--- src/rtl/iodu_pkg.sv ---
// Package for the I/O instruction and drum unit: opcodes, fields, register map.
// Assumes a 24-bit word machine whose core memory is reached over a simple
// request/grant port owned by the surrounding processor.
package iodu_pkg;
   // -------------------------------------------------------------------------
   // Word and field layout
   // -------------------------------------------------------------------------
   localparam int WORD_W = 24;
   localparam int ADDR_W = 12;
   localparam int NGRP = 8;
   localparam int CNT_LSB = 12;
   localparam int TRK_LO_LSB = 7;
   localparam int TRK_HI_A = 13;
   localparam int TRK_HI_B = 16;
   localparam int BUF_TRK_BIT = 14;
   localparam int RAND_SEC_BIT = 15;
   localparam int SEC_W = 7;
   localparam int TRK_W = 8;
   localparam int NUM_MAIN_TRACKS = 256;
   localparam int NUM_BUF_TRACKS = 16;
   localparam int SECTORS = 128;
   // -------------------------------------------------------------------------
   // Opcodes (octal; 6-bit group opcodes over a 3-bit group field, 9-bit drum opcodes)
   // -------------------------------------------------------------------------
   localparam logic [5:0] OP_SETUP = 6'o60;
   localparam logic [5:0] OP_STORE = 6'o61;
   localparam logic [5:0] OP_LOAD = 6'o62;
   localparam logic [5:0] OP_SENSE = 6'o63;
   localparam logic [8:0] OP_DRUM_WR = 9'o440;
   localparam logic [8:0] OP_DRUM_RD = 9'o441;
   // -------------------------------------------------------------------------
   // Timing
   // -------------------------------------------------------------------------
   localparam int CLK_MHZ = 25;
   localparam int RAND_START_US = 128;
   localparam int RAND_START_CYC = RAND_START_US * CLK_MHZ;
   // -------------------------------------------------------------------------
   // APB register map (byte addresses)
   // -------------------------------------------------------------------------
   localparam logic [7:0] REG_INSTR = 8'h00;
   localparam logic [7:0] REG_STATUS = 8'h04;
   localparam logic [7:0] REG_LEFT_ACC = 8'h08;
   localparam logic [7:0] REG_DRUM_POS = 8'h0C;
   localparam logic [7:0] REG_FULL = 8'h10;
   localparam logic [31:0] RESET_WORD = 32'h0000_0000;

   typedef struct packed {
      logic [8:0] opcode;
      logic index_tag;
      logic [ADDR_W-1:0] operand;
   } iodu_instr_t;

   typedef struct packed {
      logic buffer_area;
      logic [TRK_W-1:0] track;
      logic [SEC_W-1:0] sector;
   } iodu_drum_pos_t;
endpackage

--- src/rtl/iodu_core.sv ---
// I/O instruction unit: sense, device setup, buffer register load/store, drum.
// Assumes core memory answers mem_req with mem_gnt (read data valid with gnt),
// peripherals drive fill/unload strobes synchronously, drum answers word strobes.
//
// Local design decisions: the address map and the APB interface to the registers.
`timescale 1ns/100ps
`default_nettype none
module iodu_core #(
   parameter int RAND_CYC = iodu_pkg::RAND_START_CYC
) (
   // Clock and reset
   input wire logic pclk,
   input wire logic presetn,
   // APB slave
   input wire logic psel,
   input wire logic penable,
   input wire logic pwrite,
   input wire logic [7:0] paddr,
   input wire logic [31:0] pwdata,
   output logic [31:0] prdata,
   output logic pready,
   output logic pslverr,
   // Core memory port
   output logic mem_req,
   output logic mem_we,
   output logic [11:0] mem_addr,
   output logic [23:0] mem_wdata,
   input wire logic [23:0] mem_rdata,
   input wire logic mem_gnt,
   // Address modification by the processor's index logic
   output logic [11:0] xr_base,
   input wire logic [11:0] xr_eff,
   // Sense and device select lines
   input wire logic [191:0] sense_lines,
   output logic [191:0] device_select_lines,
   output logic device_select_strobe,
   // Buffer register peripheral side
   input wire logic [7:0] ior_fill_stb,
   input wire logic [23:0] ior_fill_data,
   input wire logic [7:0] ior_unload_stb,
   output logic [23:0] ior_out_data,
   // Drum side
   output logic drum_req,
   output logic drum_we,
   output logic [22:0] drum_pos,
   output logic [23:0] drum_wdata,
   input wire logic [23:0] drum_rdata,
   input wire logic drum_ack,
   // Tape mode marks load/store as tape write/read
   input wire logic tape_mode
);
   typedef enum logic [3:0] {S_IDLE, S_FETCH, S_EXEC, S_WAIT_REG, S_MEM_WR, S_PAR1,
      S_PAR2, S_DELAY, S_DRUM_MEM, S_DRUM_XFER} iodu_state_t;

   // -------------------------------------------------------------------------
   // Sense line synchroniser, three stages
   // -------------------------------------------------------------------------
   logic [191:0] sense_s1_q, sense_s2_q, sense_s3_q, sense_stable_q;
   always_ff @(posedge pclk or negedge presetn)
   begin
      if (!presetn)
      begin
         sense_s1_q <= '0;
         sense_s2_q <= '0;
         sense_s3_q <= '0;
         sense_stable_q <= '0;
      end
      else
      begin
         sense_s1_q <= sense_lines;
         sense_s2_q <= sense_s1_q;
         sense_s3_q <= sense_s2_q;
         // A line changes only once stages two and three agree
         for (int i = 0; i < 192; i++)
            if (sense_s2_q[i] == sense_s3_q[i])
               sense_stable_q[i] <= sense_s3_q[i];
      end
   end

   // -------------------------------------------------------------------------
   // State
   // -------------------------------------------------------------------------
   iodu_state_t st_q, st_d;
   iodu_pkg::iodu_instr_t ins_q, ins_d;
   logic [11:0] ea_q, ea_d;
   logic [23:0] left_acc_q, left_acc_d;
   logic [23:0] ior_q [8];
   logic [23:0] ior_d [8];
   logic [7:0] full_q, full_d;
   logic [191:0] dsel_q, dsel_d;
   logic dstb_q, dstb_d;
   logic [23:0] data_q, data_d;
   logic [11:0] cnt_q, cnt_d;
   logic [11:0] caddr_q, caddr_d;
   iodu_pkg::iodu_drum_pos_t dpos_q, dpos_d;
   logic rand_q, rand_d;
   logic [$clog2(RAND_CYC+1)-1:0] dly_q, dly_d;
   logic [6:0] lfsr_q;
   logic busy, start;
   logic [2:0] n;
   logic [5:0] op_hi;

   assign n = ins_q.opcode[2:0];
   assign op_hi = ins_q.opcode[8:3];
   assign busy = (st_q != S_IDLE);
   assign start = psel && penable && pwrite && (paddr == iodu_pkg::REG_INSTR) && !busy;
   assign xr_base = ins_q.operand;

   always_comb
   begin
      st_d = st_q;
      ins_d = ins_q;
      ea_d = ea_q;
      left_acc_d = left_acc_q;
      ior_d = ior_q;
      full_d = full_q;
      dsel_d = dsel_q;
      dstb_d = 1'b0;
      data_d = data_q;
      cnt_d = cnt_q;
      caddr_d = caddr_q;
      dpos_d = dpos_q;
      rand_d = rand_q;
      dly_d = dly_q;
      // Peripheral strobes keep the full flags current; a load or store completing on group n overrides its flag
      for (int i = 0; i < 8; i++)
      begin
         if (ior_fill_stb[i])
         begin
            ior_d[i] = ior_fill_data;
            full_d[i] = 1'b1;
         end
         if (ior_unload_stb[i])
            full_d[i] = 1'b0;
      end
      unique case (st_q)
         S_IDLE:
            if (start)
            begin
               ins_d = pwdata[21:0];
               st_d = S_FETCH;
            end
         S_FETCH:
         begin
            // Tape load/store use the raw operand
            if (ins_q.index_tag && !(tape_mode && (op_hi == iodu_pkg::OP_LOAD
                  || op_hi == iodu_pkg::OP_STORE)))
               ea_d = xr_eff;
            else
               ea_d = ins_q.operand;
            if (ins_q.opcode == iodu_pkg::OP_DRUM_WR || ins_q.opcode == iodu_pkg::OP_DRUM_RD)
               st_d = S_PAR1;
            else if (op_hi == iodu_pkg::OP_STORE || op_hi == iodu_pkg::OP_LOAD)
               st_d = S_WAIT_REG;
            else if (op_hi == iodu_pkg::OP_SENSE || op_hi == iodu_pkg::OP_SETUP)
               st_d = S_EXEC;
            else
               st_d = S_IDLE;
         end
         S_WAIT_REG:
            // Load waits for empty, store for full; no timeout by design
            if (op_hi == iodu_pkg::OP_LOAD && !full_q[n])
               st_d = S_EXEC;
            else if (op_hi == iodu_pkg::OP_STORE && full_q[n])
            begin
               data_d = ior_q[n];
               st_d = S_MEM_WR;
            end
         S_EXEC:
            if (mem_gnt)
            begin
               st_d = S_IDLE;
               if (op_hi == iodu_pkg::OP_SENSE)
                  left_acc_d = mem_rdata & sense_stable_q[n*24 +: 24];
               else if (op_hi == iodu_pkg::OP_SETUP)
               begin
                  dsel_d[n*24 +: 24] = mem_rdata;
                  dstb_d = 1'b1;
               end
               else
               begin
                  ior_d[n] = mem_rdata;
                  full_d[n] = 1'b1;
               end
            end
         S_MEM_WR:
            if (mem_gnt)
            begin
               full_d[n] = 1'b0;
               st_d = S_IDLE;
            end
         S_PAR1:
            if (mem_gnt)
            begin
               cnt_d = mem_rdata[23:iodu_pkg::CNT_LSB];
               caddr_d = mem_rdata[iodu_pkg::CNT_LSB-1:0];
               ea_d = ea_q + 12'h001;
               st_d = S_PAR2;
            end
         S_PAR2:
            if (mem_gnt)
            begin
               dpos_d.track = {mem_rdata[iodu_pkg::TRK_HI_B], mem_rdata[iodu_pkg::TRK_HI_A],
                  mem_rdata[12:iodu_pkg::TRK_LO_LSB]};
               dpos_d.buffer_area = mem_rdata[iodu_pkg::BUF_TRK_BIT];
               dpos_d.sector = mem_rdata[iodu_pkg::SEC_W-1:0];
               rand_d = mem_rdata[iodu_pkg::RAND_SEC_BIT] && ins_q.opcode == iodu_pkg::OP_DRUM_WR;
               dly_d = '0;
               if (cnt_q == 12'h000)
                  st_d = S_IDLE;
               else if (rand_d)
                  st_d = S_DELAY;
               else
                  st_d = (ins_q.opcode == iodu_pkg::OP_DRUM_WR) ? S_DRUM_MEM : S_DRUM_XFER;
            end
         S_DELAY:
            if (dly_q == ($clog2(RAND_CYC+1))'(RAND_CYC - 1))
            begin
               dpos_d.sector = lfsr_q;
               st_d = S_DRUM_MEM;
            end
            else
               dly_d = dly_q + 1'b1;
         S_DRUM_MEM:
            // Write: fetch word from core; read: put drum word into core
            if (mem_gnt)
            begin
               data_d = mem_rdata;
               if (ins_q.opcode == iodu_pkg::OP_DRUM_WR)
                  st_d = S_DRUM_XFER;
               else
               begin
                  caddr_d = caddr_q + 12'h001;
                  cnt_d = cnt_q - 12'h001;
                  st_d = (cnt_q == 12'h001) ? S_IDLE : S_DRUM_XFER;
               end
            end
         S_DRUM_XFER:
            if (drum_ack)
            begin
               dpos_d.sector = dpos_q.sector + 7'h01;
               if (ins_q.opcode == iodu_pkg::OP_DRUM_RD)
               begin
                  data_d = drum_rdata;
                  st_d = S_DRUM_MEM;
               end
               else
               begin
                  caddr_d = caddr_q + 12'h001;
                  cnt_d = cnt_q - 12'h001;
                  st_d = (cnt_q == 12'h001) ? S_IDLE : S_DRUM_MEM;
               end
            end
         default:
            st_d = S_IDLE;
      endcase
   end

   always_ff @(posedge pclk or negedge presetn)
   begin
      if (!presetn)
      begin
         st_q <= S_IDLE;
         ins_q <= '0;
         ea_q <= '0;
         left_acc_q <= '0;
         for (int i = 0; i < 8; i++)
            ior_q[i] <= '0;
         full_q <= '0;
         dsel_q <= '0;
         dstb_q <= 1'b0;
         data_q <= '0;
         cnt_q <= '0;
         caddr_q <= '0;
         dpos_q <= '0;
         rand_q <= 1'b0;
         dly_q <= '0;
         lfsr_q <= 7'h01;
      end
      else
      begin
         st_q <= st_d;
         ins_q <= ins_d;
         ea_q <= ea_d;
         left_acc_q <= left_acc_d;
         ior_q <= ior_d;
         full_q <= full_d;
         dsel_q <= dsel_d;
         dstb_q <= dstb_d;
         data_q <= data_d;
         cnt_q <= cnt_d;
         caddr_q <= caddr_d;
         dpos_q <= dpos_d;
         rand_q <= rand_d;
         dly_q <= dly_d;
         // Free-running source for the unknown start sector
         lfsr_q <= {lfsr_q[5:0], lfsr_q[6] ^ lfsr_q[5]};
      end
   end

   // -------------------------------------------------------------------------
   // Memory, drum and line outputs
   // -------------------------------------------------------------------------
   always_comb
   begin
      mem_req = 1'b0;
      mem_we = 1'b0;
      mem_addr = ea_q;
      mem_wdata = data_q;
      unique case (st_q)
         S_EXEC, S_PAR1, S_PAR2: mem_req = 1'b1;
         S_MEM_WR:
         begin
            mem_req = 1'b1;
            mem_we = 1'b1;
         end
         S_DRUM_MEM:
         begin
            mem_req = 1'b1;
            mem_we = (ins_q.opcode == iodu_pkg::OP_DRUM_RD);
            mem_addr = caddr_q;
         end
         default:
            mem_req = 1'b0;
      endcase
   end

   assign drum_req = (st_q == S_DRUM_XFER);
   assign drum_we = (ins_q.opcode == iodu_pkg::OP_DRUM_WR);
   assign drum_pos = {7'h00, dpos_q};
   assign drum_wdata = data_q;
   assign device_select_lines = dsel_q;
   assign device_select_strobe = dstb_q;
   assign ior_out_data = ior_q[0];

   // -------------------------------------------------------------------------
   // APB slave: zero wait states, unmapped address answers with error
   // -------------------------------------------------------------------------
   always_comb
   begin
      prdata = iodu_pkg::RESET_WORD;
      pslverr = 1'b0;
      unique case (paddr)
         iodu_pkg::REG_INSTR: prdata = {10'h000, ins_q};
         iodu_pkg::REG_STATUS: prdata = {20'h00000, cnt_q[7:0], st_q};
         iodu_pkg::REG_LEFT_ACC: prdata = {8'h00, left_acc_q};
         iodu_pkg::REG_DRUM_POS: prdata = {16'h0000, dpos_q};
         iodu_pkg::REG_FULL: prdata = {24'h000000, full_q};
         default: pslverr = psel && penable;
      endcase
   end
   assign pready = 1'b1;
endmodule
`default_nettype wire

--- config.mk ---
export PLATFORM = sky130hd
export DESIGN_NAME = iodu_core
export DESIGN_NICKNAME = d
export VERILOG_FILES = /design/src/rtl/iodu_pkg.sv /design/src/rtl/iodu_core.sv
export SDC_FILE = /design/constraint.sdc
export NUM_CORES = 2
export LEC_CHECK = 0
export BUFFER_PORTS_ARGS = -buffer_cell sky130_fd_sc_hd__buf_2
export CAP_MARGIN = 20
export CORE_MARGIN = 5
export CORE_UTILIZATION = 44
export CTS_BUF_LIST = sky130_fd_sc_hd__clkbuf_4 sky130_fd_sc_hd__clkbuf_8
export DETAILED_ROUTE_END_ITERATION = 8
export HOLD_SLACK_MARGIN = 0.03
export PLACE_DENSITY = 0.63
export SETUP_SLACK_MARGIN = 0.02
export SLEW_MARGIN = 40
export SYNTH_ARGS = -nofsm -noshare
export SYNTH_HDL_FRONTEND = slang
export SYNTH_SLANG_ARGS = --single-unit
--- constraint.sdc ---
create_clock -name pclk -period 4.4 [get_ports pclk]
set_input_delay 0.44 -clock pclk [delete_from_list [all_inputs] [get_ports pclk]]
set_output_delay 0.44 -clock pclk [all_outputs]
set_load 0.05 [all_outputs]
==> run_results.csv <==
group,metric,value,unit
cts,cts_tree,"yes",
synthesis,syn_inst,3916,
hold_path,hp-class,"input port to register",
setup_path,crit_top_cell,"ha_1",
finish,nNetsFinal,5260,
power,p_per_area,460,nW/um2
floorplan,ios,690,
finish,drive_gt1_frac,0.302,
route,drt_iter0_markers,3197,
sta,fin_crit,4.05,ns
global_routing,grt_overflow,0,
cts,h-tree-depth,4,
route,drt-total-wl,167,mm
floorplan,rows,126,
setup_path,slowest_delay,0.74,ns
synthesis,netlist_area,51900,um2
global_routing,grt_usage,0.266,
sta,setup_viol,0,
global_routing,antenna_found_initial,26,
floorplan,dieHeight,354,um
sta,fin_tns_setup,0,ns
cts,clockRootBuffer,"clkbuf_8",
sta,fin_crit_sh,0.919,
sta,fin_worst_skew,0.0471,ns
synthesis,dominantRegCellSynth,"dfrtp_1",
power,ir_drop,0.451,mV
route,vias,36000,
finish,final_core_util,0.552,
sta,finalHoldViolCount,0,
synthesis,yosys.area.top_type,"dfrtp_1",
synthesis,synth-edff-count,0,
floorplan,initial_core_util,0.441,
sta,rsz0062_at_grt,"false",
cts,clk_pin_slew_worst_paths,0.07,ns
global_routing,grt_max_degree,115,
cts,clock_sinks,1306,
finish,fillers,9652,
cts,clockBufferDepth,3,
synthesis,ys_ff_latch,1306,
finish,final_cell_mix,"dfrtp_1, buf_2, dlygate4sd3_1, nand2_1, nor2_1",
route,antenna_left,0,
sta,tightest_slew,0.812,ns
sta,drv_slew,0,
setup_path,cp.arrival,4.86,ns
global_routing,grt_pass1_wl,250,mm
setup_path,cp.required,5.21,ns
finish,area_delta_synth_final,25.0,%
synthesis,synth-async-reset-ratio,1.00,
route,first_pass_iters,9,
synthesis,yosysUniqueCellTypes,105,
sta,fmax,0.247,GHz
sta,slew_headroom,0.451,
synthesis,synth_top_cell_area_share,0.629,
floorplan,die_w,354,um
route,vias_per_cell,5.45,
global_routing,first_global_vias,37700,
synthesis,seq_area_frac_synth,0.630,
synthesis,avgSynthCellArea,13.3,um2
placement,dpl.hpwl,112,mm
cts,cts_setup_buffers,0,
power,p_total,0.0298,W
cts,cts_buffers,213,
setup_path,cp_slowest_cell,"or4_1",
synthesis,synthTopCellsByArea,"dfrtp_1, mux2_2, mux2i_1",
setup_path,crit_type,"register to register",
cts,clkLatencyLatePin,0.94,ns
setup_path,setup.worst_path.start_class,"register",
power,leakagePower,30.3,nW
job,drv_cap,0,
setup_path,endpoint_kind,"register",
setup_path,crit_path_max_fanout,11,
setup_path,worstPathCellList,"ha_1 -> fa_1 -> xor2_2 -> nor3_1 -> ha_1 -> a31oi_2 -> nand2_1 -> or4_1 -> mux2_2",
finish,final_common_cell,"dfrtp_1",
setup_path,critPathTopFamily,"simple AND/OR/NAND/NOR gates",
placement,gp_congestion,0.933,
finish,stdcell_area,64900,um2
synthesis,ys_warn_count,0,
setup_path,path_buf_inv,0,
route,drc,0,
floorplan,core_area,118000,um2
route,wire_per_inst,25.2,um
placement,placed_area,56600,um2
floorplan,die_area,125000,um2
placement,port_buffers,663,
outcome,status,"finished clean",
[metal layers]
metal	up-vias	global-route usage	share of wire
met4	20	0.110	0.043
met5	-	0	0.00089
met3	394	0.0790	0.085
met2	1577	0.406	0.45
met1	18200	0.358	0.42
li1	15900	-	-
[cell families after synthesis]
logic type	synth area share
AOI/OAI and AO/OA	0.0750
DFF	0.630
other	0.000145
buffers and inverters	0.0348
xor gates and xnor gates	0.00398
and+or+nand+nor	0.0723
muxes	0.143
adders and majority gates	0.0413
[final cells by class]
cell class,count,area (um2),share of cell area
flip-flops and latches,1306,32700,0.504
multi-input cells,2244,17600,0.272
repair buffers,1111,7810,0.120
clock buffers,331,4100,0.0632
well taps,1536,1920,0.0296
clock inverters,50,604,0.00931
inverters,27,103,0.00158
diodes,10,25.0,0.000386
[Yosys cell counts (13+ instances only)]
master and count:
mux4_2 98, maj3_1 192, nor3_1 23, nand4_1 24, o21ai_0 130, buf_1 58, mux2_2 234, buf_4 80
and2_1 14, xor2_1 13, nand3_1 67, dfrtp_1 1305, a22o_1 21, ha_1 16, a22oi_1 39, inv_1 24
o22ai_1 16, a31oi_1 16, a222oi_1 16, buf_2 37, and3_1 16, mux2i_1 245, a21oi_1 240, nor2_1 275
clkbuf_1 171, nand2_1 273
[stage by stage]
step           std cells  hold WS, ns  setup WS (ns)
4_1_cts             6605       0.0309          0.263
3_5_place_dp        5868        0.335          0.262
3_3_place_gp        5866        0.333          0.329
2_1_floorplan       3930        0.144          0.557
5_1_grt             6610       0.0505          0.197
6_report            6615        0.141          0.355
[power breakdown]
part | switching [W] | internal (W)
registers | 0.000747 | 0.0129
logic | 0.00313 | 0.00160
clock network | 0.00500 | 0.00640
[sequential cells by signal (all words and copies together), names as in the netlist]
register and count:
device_select_lines 192, sense_s1_q 192, sense_s2_q 192, sense_s3_q 192, sense_stable_q 192, ior_q 168, drum_wdata 24, ior_out_data 24
left_acc_q 24, drum_pos 16, caddr_q 12, cnt_q 12, dly_q 12, ea_q 12, xr_base 12, ins_q 10
full_q 8, lfsr_q 7, st_q 4, device_select_strobe 1
[final timing paths]
check	start	endpoint	slack, ns	cells after the start
max	ins_q[14]	device_select_lines[162]	0.35	9
min	sense_lines[131]	sense_s1_q[131]	0.14	2
max reg2reg	ins_q[14]	device_select_lines[162]	0.35	9
min reg2reg	sense_s1_q[4]	sense_s2_q[4]	0.33	0
max in group asynchronous	presetn	sense_s1_q[54]	2.54	5
min in group asynchronous	presetn	ior_q[83]	0.58	3
[timing repair]
action,4_1_cts,5_1_grt
endpoints found under the hold margin,1146,0
hold buffers,356,0
resized for setup,0,0
Power figures use the tool's default switching activity.
